### src/cca_pkg.sv
// Constants for the two-module counter array: register indices,
// field positions, count sources, prescale counts and reset values.
// Assumes an APB slave with one 32-bit word per register index.
package cca_pkg;
	localparam int         ADDR_W      = 12;
	localparam int         NMOD        = 2;
	// Register indices; the byte address is four times the index.
	localparam logic [7:0] IDX_CTRL    = 8'hD8;
	localparam logic [7:0] IDX_AMODE   = 8'hD9;
	localparam logic [7:0] IDX_M0_MODE = 8'hDA;
	localparam logic [7:0] IDX_M1_MODE = 8'hDB;
	localparam logic [7:0] IDX_CNT_L   = 8'hE9;
	localparam logic [7:0] IDX_CMP0_L  = 8'hEA;
	localparam logic [7:0] IDX_CMP1_L  = 8'hEB;
	localparam logic [7:0] IDX_EXT0    = 8'hF2;
	localparam logic [7:0] IDX_EXT1    = 8'hF3;
	localparam logic [7:0] IDX_CNT_H   = 8'hF9;
	localparam logic [7:0] IDX_CMP0_H  = 8'hFA;
	localparam logic [7:0] IDX_CMP1_H  = 8'hFB;
	// Array control register fields.
	localparam int         CTL_OVF     = 7;
	localparam int         CTL_RUN     = 6;
	// Array mode register fields.
	localparam int         AM_IDLE     = 7;
	localparam int         AM_CPS_HI   = 3;
	localparam int         AM_CPS_LO   = 1;
	localparam int         AM_ECF      = 0;
	// Module mode register fields.
	localparam int         MM_ECOM     = 6;
	localparam int         MM_CAPP     = 5;
	localparam int         MM_CAPN     = 4;
	localparam int         MM_MAT      = 3;
	localparam int         MM_TOG      = 2;
	localparam int         MM_PWM      = 1;
	localparam int         MM_EIRQ     = 0;
	// Pulse extension register fields.
	localparam int         EXT_RELOAD  = 1;
	localparam int         EXT_ACTIVE  = 0;
	// Count source select encodings.
	localparam logic [2:0] SRC_DIV12   = 3'h0;
	localparam logic [2:0] SRC_DIV2    = 3'h1;
	localparam logic [2:0] SRC_T0      = 3'h2;
	localparam logic [2:0] SRC_EXT     = 3'h3;
	localparam logic [2:0] SRC_SYS     = 3'h4;
	localparam logic [2:0] SRC_DIV4    = 3'h5;
	localparam logic [2:0] SRC_DIV6    = 3'h6;
	localparam logic [2:0] SRC_DIV8    = 3'h7;
	// Prescaler terminal counts (divisor minus one).
	localparam logic [3:0] PRE_12      = 4'hB;
	localparam logic [3:0] PRE_2       = 4'h1;
	localparam logic [3:0] PRE_4       = 4'h3;
	localparam logic [3:0] PRE_6       = 4'h5;
	localparam logic [3:0] PRE_8       = 4'h7;
	localparam logic [3:0] PRE_ZERO    = 4'h0;
	// Reset values and limits.
	localparam logic [7:0]  RST_BYTE   = 8'h00;
	localparam logic [15:0] CNT_MAX    = 16'hFFFF;
	localparam logic [7:0]  BYTE_MAX   = 8'hFF;
	localparam logic        RST_PIN    = 1'b1;
endpackage : cca_pkg

### src/cca_top.sv
// Two-module counter array: shared 16-bit counter, two capture/compare
// modules with capture, timer, toggle and 8-bit pulse-width modes.
// Assumes an APB master, synchronous pin inputs and a one-cycle
// timer 0 overflow pulse.
//
// What this block does
// - Module interrupt enable gates the module event flag onto the request.
// - Toggle enable inverts the module pin on each counter match.
// - Match enable sets the module event flag on counter match.
// - Rise and fall capture enables arm positive, negative or both edges.
// - Compare enable switches the comparator; match, toggle, pulse need it.
// - Pulse mode makes 8-bit output; capture enables pick flagged edges.
// - Capture enables alone give 16-bit capture on selected pin edges.
// - Compare plus match is timer, plus toggle is fast output, zero is idle.
// - Counter low and high bytes are software read/write and reset zero.
// - Compare byte pair holds capture/compare value or pulse duty.
// - Both compare bytes of each module reset to zero.
// - Extension register: bit 1 pairs high byte, bit 0 low byte.
// - Idle halt bit stops the counter while the processor idles.
// - Counter overflow sets overflow flag; its enable raises a request.
// - Only software clears the overflow flag.
// - Module event flags set by hardware, cleared only by software.
// - Count source picks divided clocks, clock, timer 0 or count pin.
// - A valid capture edge copies the counter into the compare pair.
// - Pulse output low below 9-bit active value; reload on low byte wrap.
`timescale 1ns/100ps

module cca_top (
	input  wire logic                       i_clk,
	input  wire logic                       i_resetn,
	input  wire logic                       psel,
	input  wire logic                       penable,
	input  wire logic                       pwrite,
	input  wire logic [cca_pkg::ADDR_W-1:0] paddr,
	input  wire logic [31:0]                pwdata,
	output logic      [31:0]                prdata,
	output logic                            pready,
	output logic                            pslverr,
	input  wire logic                       i_idle,
	input  wire logic                       i_timer0_ovf,
	input  wire logic                       i_external_count_pin,
	input  wire logic [cca_pkg::NMOD-1:0]   i_module_pin,
	output logic      [cca_pkg::NMOD-1:0]   o_module_pin,
	output logic      [cca_pkg::NMOD-1:0]   o_module_pin_oe_n,
	output logic                            o_irq
);
	import cca_pkg::*;

	typedef struct packed {
		logic [15:0]           cnt;
		logic [3:0]            pre;
		logic                  ovf;
		logic                  run;
		logic [NMOD-1:0]       evf;
		logic                  idle_halt;
		logic [2:0]            src;
		logic                  ovf_ie;
		logic [NMOD-1:0][6:0]  mmode;
		logic [NMOD-1:0][7:0]  cmp_l;
		logic [NMOD-1:0][7:0]  cmp_h;
		logic [NMOD-1:0]       ext_act;
		logic [NMOD-1:0]       ext_rld;
		logic [NMOD-1:0]       pin;
		logic [NMOD-1:0]       pin_oe_n;
		logic [NMOD-1:0]       pin_in_q;
		logic                  ecnt_q;
		logic [31:0]           rdata;
		logic                  ready;
		logic                  slverr;
		logic                  irq;
	} cca_state_t;

	cca_state_t q_r;
	cca_state_t s_nxt;

	logic [7:0]      idx;
	logic            in_map;
	logic            hit;
	logic [7:0]      rd_byte;
	logic            wr;
	logic [7:0]      wb;
	logic            src_pulse;
	logic            tick;
	logic            low_wrap;
	logic [NMOD-1:0] match;
	logic [NMOD-1:0] cap_ev;
	logic [NMOD-1:0] pwm_on;
	logic [NMOD-1:0] flag_ev;
	logic [3:0]      pre_top;
	logic [8:0]      act;
	logic            rise;
	logic            fall;

	assign idx    = paddr[9:2];
	assign in_map = (paddr[ADDR_W-1:10] == 2'b00) && (paddr[1:0] == 2'b00);
	assign wr     = psel && penable && pwrite && q_r.ready && hit;
	assign wb     = pwdata[7:0];

	// Read decode; reserved bits read as zero.
	always_comb begin
		hit     = in_map;
		rd_byte = RST_BYTE;
		unique case (idx)
			IDX_CTRL:    rd_byte = {q_r.ovf, q_r.run, 4'h0, q_r.evf};
			IDX_AMODE:   rd_byte = {q_r.idle_halt, 3'h0, q_r.src, q_r.ovf_ie};
			IDX_M0_MODE: rd_byte = {1'b0, q_r.mmode[0]};
			IDX_M1_MODE: rd_byte = {1'b0, q_r.mmode[1]};
			IDX_CNT_L:   rd_byte = q_r.cnt[7:0];
			IDX_CNT_H:   rd_byte = q_r.cnt[15:8];
			IDX_CMP0_L:  rd_byte = q_r.cmp_l[0];
			IDX_CMP1_L:  rd_byte = q_r.cmp_l[1];
			IDX_CMP0_H:  rd_byte = q_r.cmp_h[0];
			IDX_CMP1_H:  rd_byte = q_r.cmp_h[1];
			IDX_EXT0:    rd_byte = {6'h00, q_r.ext_rld[0], q_r.ext_act[0]};
			IDX_EXT1:    rd_byte = {6'h00, q_r.ext_rld[1], q_r.ext_act[1]};
			default:     hit     = 1'b0;
		endcase
	end

	// Count source selection.
	always_comb begin
		pre_top   = PRE_ZERO;
		src_pulse = 1'b0;
		unique case (q_r.src)
			SRC_DIV12: pre_top = PRE_12;
			SRC_DIV2:  pre_top = PRE_2;
			SRC_DIV4:  pre_top = PRE_4;
			SRC_DIV6:  pre_top = PRE_6;
			SRC_DIV8:  pre_top = PRE_8;
			SRC_SYS:   pre_top = PRE_ZERO;
			SRC_T0:    src_pulse = i_timer0_ovf;
			SRC_EXT:   src_pulse = q_r.ecnt_q && !i_external_count_pin;
		endcase
		if (q_r.src != SRC_T0 && q_r.src != SRC_EXT) begin
			src_pulse = (q_r.pre >= pre_top);
		end
	end

	// Idle halt only gates the counter; the prescaler keeps its phase.
	assign tick     = q_r.run && !(q_r.idle_halt && i_idle) && src_pulse;
	assign low_wrap = tick && (q_r.cnt[7:0] == BYTE_MAX);

	always_comb begin
		s_nxt    = q_r;
		match    = '0;
		cap_ev   = '0;
		pwm_on   = '0;
		flag_ev  = '0;
		act      = 9'h000;
		rise     = 1'b0;
		fall     = 1'b0;

		s_nxt.ecnt_q   = i_external_count_pin;
		s_nxt.pin_in_q = i_module_pin;
		if (q_r.src != SRC_T0 && q_r.src != SRC_EXT) begin
			s_nxt.pre = (q_r.pre >= pre_top) ? PRE_ZERO : 4'(q_r.pre + 4'h1);
		end

		// Counter: wrap from all ones is the overflow event.
		if (tick) begin
			s_nxt.cnt = 16'(q_r.cnt + 16'h0001);
		end

		// Software writes; hardware events below take precedence.
		if (wr) begin
			unique case (idx)
				IDX_CTRL: begin
					s_nxt.ovf = wb[CTL_OVF];
					s_nxt.run = wb[CTL_RUN];
					s_nxt.evf = wb[NMOD-1:0];
				end
				IDX_AMODE: begin
					s_nxt.idle_halt = wb[AM_IDLE];
					s_nxt.src       = wb[AM_CPS_HI:AM_CPS_LO];
					s_nxt.ovf_ie    = wb[AM_ECF];
				end
				IDX_M0_MODE: s_nxt.mmode[0] = wb[6:0];
				IDX_M1_MODE: s_nxt.mmode[1] = wb[6:0];
				IDX_CNT_L:   s_nxt.cnt[7:0]  = wb;
				IDX_CNT_H:   s_nxt.cnt[15:8] = wb;
				IDX_CMP0_L:  s_nxt.cmp_l[0] = wb;
				IDX_CMP1_L:  s_nxt.cmp_l[1] = wb;
				IDX_CMP0_H:  s_nxt.cmp_h[0] = wb;
				IDX_CMP1_H:  s_nxt.cmp_h[1] = wb;
				IDX_EXT0: begin
					s_nxt.ext_rld[0] = wb[EXT_RELOAD];
					s_nxt.ext_act[0] = wb[EXT_ACTIVE];
				end
				IDX_EXT1: begin
					s_nxt.ext_rld[1] = wb[EXT_RELOAD];
					s_nxt.ext_act[1] = wb[EXT_ACTIVE];
				end
				default: s_nxt.ovf = q_r.ovf;
			endcase
		end

		// Overflow sets the flag and wins over a clearing write.
		if (tick && q_r.cnt == CNT_MAX) begin
			s_nxt.ovf = 1'b1;
		end

		for (int m = 0; m < NMOD; m++) begin
			rise = !q_r.pin_in_q[m] && i_module_pin[m];
			fall = q_r.pin_in_q[m] && !i_module_pin[m];
			pwm_on[m] = q_r.mmode[m][MM_ECOM] && q_r.mmode[m][MM_PWM];
			// Full 16-bit compare against the freshly advanced counter.
			match[m] = tick && q_r.mmode[m][MM_ECOM] && !q_r.mmode[m][MM_PWM]
				&& (s_nxt.cnt == {q_r.cmp_h[m], q_r.cmp_l[m]});
			cap_ev[m] = !q_r.mmode[m][MM_MAT] && !q_r.mmode[m][MM_TOG]
				&& !q_r.mmode[m][MM_PWM]
				&& ((q_r.mmode[m][MM_CAPP] && rise)
				|| (q_r.mmode[m][MM_CAPN] && fall));
			if (cap_ev[m]) begin
				s_nxt.cmp_h[m] = q_r.cnt[15:8];
				s_nxt.cmp_l[m] = q_r.cnt[7:0];
			end
			if (match[m] && q_r.mmode[m][MM_MAT]) begin
				flag_ev[m] = 1'b1;
			end
			if (cap_ev[m]) begin
				flag_ev[m] = 1'b1;
			end
			if (match[m] && q_r.mmode[m][MM_TOG]) begin
				s_nxt.pin[m] = !q_r.pin[m];
			end
			if (pwm_on[m]) begin
				// Reloading on the low-byte wrap avoids glitches on duty updates.
				if (low_wrap) begin
					s_nxt.cmp_l[m]   = s_nxt.cmp_h[m];
					s_nxt.ext_act[m] = s_nxt.ext_rld[m];
				end
				act = {s_nxt.ext_act[m], s_nxt.cmp_l[m]};
				s_nxt.pin[m] = ({1'b0, s_nxt.cnt[7:0]} >= act);
				if (q_r.mmode[m][MM_EIRQ]) begin
					if ((q_r.mmode[m][MM_CAPP] && s_nxt.pin[m] && !q_r.pin[m])
						|| (q_r.mmode[m][MM_CAPN] && !s_nxt.pin[m] && q_r.pin[m])) begin
						flag_ev[m] = 1'b1;
					end
				end
			end
			if (flag_ev[m]) begin
				s_nxt.evf[m] = 1'b1;
			end
			s_nxt.pin_oe_n[m] = !(q_r.mmode[m][MM_ECOM]
				&& (q_r.mmode[m][MM_TOG] || q_r.mmode[m][MM_PWM]));
		end

		s_nxt.irq = (s_nxt.ovf && s_nxt.ovf_ie)
			|| |(s_nxt.evf & {s_nxt.mmode[1][MM_EIRQ], s_nxt.mmode[0][MM_EIRQ]});

		// Zero-wait APB: answer in the first access cycle.
		s_nxt.ready  = psel && !penable;
		s_nxt.slverr = psel && !penable && !hit;
		s_nxt.rdata  = (psel && !penable && !pwrite) ? {24'h000000, rd_byte} : 32'h00000000;
	end

	always_ff @(posedge i_clk or negedge i_resetn) begin
		if (!i_resetn) begin
			q_r          <= '0;
			q_r.pin      <= {NMOD{RST_PIN}};
			q_r.pin_oe_n <= '1;
			q_r.pin_in_q <= '0;
		end else begin
			q_r <= s_nxt;
		end
	end

	assign prdata            = q_r.rdata;
	assign pready            = q_r.ready;
	assign pslverr           = q_r.slverr;
	assign o_module_pin      = q_r.pin;
	assign o_module_pin_oe_n = q_r.pin_oe_n;
	assign o_irq             = q_r.irq;

	logic ctrl_wr;
	logic cnt_wr;
	assign ctrl_wr = wr && (idx == IDX_CTRL);
	assign cnt_wr  = wr && (idx == IDX_CNT_L || idx == IDX_CNT_H);
endmodule : cca_top

### config.mk
export PLATFORM = sky130hd
export DESIGN_NAME = cca_top
export DESIGN_NICKNAME = d
export VERILOG_FILES = /design/src/cca_pkg.sv /design/src/cca_top.sv
export SDC_FILE = /design/constraint.sdc
export NUM_CORES = 1
export LEC_CHECK = 0
export BUFFER_PORTS_ARGS = -buffer_cell sky130_fd_sc_hd__buf_2
export CORE_AREA = 2 2 135 137
export DETAILED_ROUTE_END_ITERATION = 10
export DIE_AREA = 0 0 137 139
export GPL_TIMING_DRIVEN = 0
export PLACE_DENSITY = 0.7
export SLEW_MARGIN = 20
export SYNTH_ARGS = -nofsm -noshare
export SYNTH_HDL_FRONTEND = slang
export SYNTH_SLANG_ARGS = --single-unit
### constraint.sdc
create_clock -name i_clk -period 6.62 [get_ports i_clk]
set_input_delay 0.331 -clock i_clk [delete_from_list [all_inputs] [get_ports i_clk]]
set_output_delay 0.331 -clock i_clk [all_outputs]
set_load 0.005 [all_outputs]
Word-level counts from Yosys, hierarchy flattened --
Index checks and enable logic that the tools add are counted.
Storage, ports and cells: bits in latches 0, memories kept 0, logic and storage cells 206, bits in read-only memories 0, RAM bits 0, bits in registers 97
Operators by class: reduce and logical (&&, ||, !) cells 91, $lt $le $gt $ge 3, div/mod/pow operators 0, bitwise gates (word level) 1, multiply operators 0, add/sub/neg operators 2, equal/unequal tests 24, shift operators 0, mux-type cells 58
Operators with widths (number):
- 8-bit 2-to-1 mux | 17
- 8-bit == test, second input constant | 13
- 8-bit case mux with 12 select lines | 1
- 59-bit 2-to-1 mux | 1
- 1-bit logical AND | 52
- 16-bit == test | 2
- 16-bit 2-to-1 mux | 2
- 1-bit 2-to-1 mux | 30
- 1-bit zero test | 21
- 4-bit case mux with 5 select lines | 1
- 8-bit by 9-bit greater-or-equal comparator with 1-bit output | 2
- 16-bit by 1-bit adder with 16-bit output, second input constant | 1
- 16-bit == test, second input constant | 1
- 7-bit 2-to-1 mux | 2
- 12-bit OR reduction | 1
- 3-bit == test, second input constant | 3
- 2-bit AND reduction | 4
- 1-bit logical OR | 7
- 3-bit by 2-bit == test with 1-bit output, second input constant | 2
- 3-bit by 2-bit inequality test with 1-bit output, second input constant | 2
- 5-bit 2-to-1 mux | 1
- 4-bit by 1-bit adder with 4-bit output, second input constant | 1
- 4-bit greater-or-equal comparator | 1
- 2-bit zero test | 2
- 8 further kinds | 9

Longest topological paths before layout --
word-level depth 20, gate-level depth with buffers 22, mapped depth without buffers 20

Worst setup path after synthesis --
OpenSTA, ideal clock, no wires.
kind register -> register, start register q_r[94] in the netlist's numbering, end register q_r (netlist bit o_irq), library setup time 0.140 ns, clock period less this slack 4.859 ns, stages on the path, launching flop included 20, arrival time 4.718 ns, required time 6.480 ns, path slack 1.761 ns, path through dfrtp_1 > or3_1 > a21boi_0 > ha_1 > a2111oi_0 > o21a_1 > nor4_1 > clkbuf_1 > mux2_2 > ha_1 > nand2b_1 > a21o_1 > a21o_1 > a21oi_1 > o21ai_0 > o211ai_1 > mux2i_1 > a311o_1 > a31oi_1 > o221ai_1
RTL lines:
- start, declared | RTL line cca_top.sv:73 | cca_state_t q_r;
- start signal, assigned | RTL line cca_top.sv:264 | q_r <= s_nxt;

==> metrics <==
relative slew slack 0.246; Data arrival, critical path 6.22 ns; Metal-1 WL 9860 µm; number of max-cap violations 0; NetSw 0.385 mW; DR vias just under 7,000; # setup viols final 0; Num CTS Buffers 9; H-tree level count 3; Sw Ratio 0.295; uppermost layer routed met4; top_reg_cell synth dfrtp_1; fin nets 944; final instance area 0.00799 mm²; Internal Pwr Total 0.920 mW; Tot Pwr 1.30 mW; Seq/Total Area, Yosys 0.346; Rows 49; Starting Density 0.399; WP data required about 6.8 ns; setup ws final 0.617 ns; vias per cell 6.20; largest net degree at the start of global routing 77; Mapped Area just over 0.007 mm²; crit path kind flop to flop; global-route wire length before repair 37,200 µm; worst hold slack 0.0964 ns; Post-synth EDFFs 0; layout cells sized above 1 0.158; Top Ports 93; drt drc 0; Slew Limit Fails 0; Synth area leaders dfrtp_1, mux2i_1, nand2_1; final-layout fill cell count 1,725; post-synth cell types 64; final WL roughly 25,000 µm; GRT overflow 0; Worst-path clk slew 0.07 ns; Worst R2R Start q_r[94]; Cells after Synth 792; Yosys reg bits 97; GRT Util Overall 0.262; Antenna Cells 0; Reg power frac 0.477; 1st-iter DRT viols roughly 1,100; outcome completed; routability cong. 1.00; final worst path period share 0.907; setup tns final 0 ns; dpl cell area around 0.0077 mm²; Worst Skew 0.00841 ns; Lkg Pwr 3.49 nW; Min-Delay Path Class input port to flop; power per cell area 163 mW/mm²; RSZ-0062 raised after global routing no; core area 0.0177 mm²; CTS tree done; Worst setup SP type flop; Clk Latency, worst-skew pair 0.36 ns; worst hold start i_external_count_pin; Clock Power Share 0.402; Peak VDD IR about 0.00014 V; crit path launch q_r[94]; largest area contributor in the netlist dfrtp_1; antenna viol nets, final 0; fmax 167 MHz; Synth top area share 0.331; Die Y 139 µm; synthesized area per cell 8.88 µm²; Root Driver clkbuf_16; die width 137 µm; asr flop ratio synth 1.00; Synth-to-Final Area Change 13.5%; Die Area 0.0190 mm²; crit path time final 6.00 ns; Port Buf Inserts 39; antenna violations before repair 0; final hold vios 0; CP Capture Type flop; clk sink count 97; Place WS 0.798 ns; Combinational Power Share 0.121; Routed met2 length about 11,000 µm; Post-CTS Setup Bufs 0; vias in the first global route 6,181; WL/cell 22.5 µm; Max FO, Critical Path 10; Met3 Routed Length 2910 µm; worst slew pin tran between 1 and 1.5 ns; synth warn 0; drt pass-1 iters 7; DP HPWL 18,400 µm; CTS Buffer Depth 2
## metal layers
metal  vias up  track usage
li1       3024            -
met1      3270        0.361
met2       450        0.378
met3        85       0.0709
met4         0        0.126
met5         -            0
## power groups by stage
stage               Sequential, mW  Combinational, mW  Clock (mW)
floorplan                    0.629             0.0938           0
global placement             0.633              0.146           0
detailed placement           0.633              0.153           0
CTS                          0.622              0.155       0.529
global route                 0.625              0.177       0.550
finish                       0.622              0.158       0.525
## repair_timing
item | 4_1_cts | 5_1_grt
gates resized for setup | 0 | 0
hold endpoints to repair | 21 | 0
hold buffers | 1 | 0
## kinds of logic after synthesis
family                     synth area share
AOI/OAI and AO/OA                     0.177
xor gates and xnor gates             0.0578
adders and majority gates            0.0391
buffers and inverters                0.0711
DFF                                   0.346
muxes                                 0.119
other                              0.000533
and+or+nand+nor                       0.190
## layout make-up
| type | instances | area (µm²) | area share |
|---|---|---|---|
| inverters | 15 | 56.3 | 0.00705 |
| well taps | 229 | 287 | 0.0359 |
| clock inverters | 7 | 60.1 | 0.00752 |
| repair buffers | 42 | 246 | 0.0309 |
| flip-flops and latches | 97 | 2430 | 0.305 |
| clock buffers | 9 | 225 | 0.0282 |
| plain buffers | 81 | 444 | 0.0556 |
| multi-input cells | 622 | 4240 | 0.530 |
## sequential cells by signal (all words and copies together), names as in the netlist
| signal | count |
|---|---|
| o_module_pin | 2 |
| o_irq | 1 |
| pslverr | 1 |
| q_r | 82 |
| pready | 1 |
| prdata | 8 |
| o_module_pin_oe_n | 2 |
## cell usage in the layout, fill, tap and decap left out, types with 7 or more instances in the layout
cell / instances
and2_1: 7
a222oi_1: 10
mux2i_1: 57
o21ai_0: 71
a22oi_1: 9
inv_1: 15
nand2b_1: 14
nand2_1: 97
xnor2_1: 26
clkbuf_1: 40
ha_1: 22
a21oi_1: 34
nand4_1: 18
a31oi_1: 17
buf_4: 37
conb_1: 24
mux2_2: 24
and3_1: 8
nor4_1: 9
nand3_1: 20
clkbuf_16: 9
buf_2: 42
xor2_1: 10
nor3_1: 9
dfrtp_1: 93
nor2_1: 37
## critical path: stages (launching register included)
cell	delay [ns]
dfrtp_1	0.47
or3_1	0.42
a21boi_0	0.14
ha_1	0.28
a2111oi_0	0.66
o21a_1	0.36
buf_2	0.26
buf_2	0.27
nor3_1	0.14
nor3_1	0.48
inv_1	0.16
ha_1	0.33
nand2b_1	0.15
a21o_1	0.21
a21o_1	0.18
a21oi_1	0.12
o21ai_0	0.09
o211ai_1	0.28
mux2i_1	0.15
a311o_1	0.36
a31oi_1	0.18
o221ai_1	0.17
## path summary, 6_finish.rpt
| check | to | slack (ns) | cells past startpoint |
|---|---|---|---|
| min reg2reg | q_r[104] | 0.51 | 1 |
| max reg2reg | o_irq | 0.62 | 21 |
| min in group asynchronous | q_r[103] | 0.39 | 2 |
| max in group asynchronous | o_module_pin[0] | 5.52 | 3 |
| min | q_r[35] | 0.1 | 1 |
| max | o_irq | 0.62 | 21 |
## synthesized netlist by cell type (4+ instances only)
master and count:
buf_2 4, and3_1 8, nor2_1 37, xor2_1 10, a2111oi_0 5, clkbuf_1 40, a22oi_1 9, nand4_1 18
dfstp_2 4, o211ai_1 4, nand3b_1 6, mux2_2 24, a222oi_1 10, o21a_1 5, buf_4 36, nor4_1 12
a221oi_1 4, mux2i_1 57, or4_1 6, nand3_1 20, and2_1 7, o21ai_0 71, a21oi_1 34, o41ai_1 4
inv_1 15, nand2b_1 14, nor3_1 12, ha_1 22, nor2b_1 4, or3_1 4, dfrtp_1 93, a21o_1 6
xnor2_1 26, nand2_1 97, a31oi_1 17
## through the flow
| step | cells | util |
|---|---|---|
| final | 1102 | 0.452 |
| after global routing | 1102 | 0.452 |
| after CTS | 1102 | 0.452 |
| after detailed placement | 1085 | 0.435 |
| after global placement | 1083 | 0.431 |
| after floorplan | 815 | - |
No activity file was read; power rests on OpenSTA's default activity.
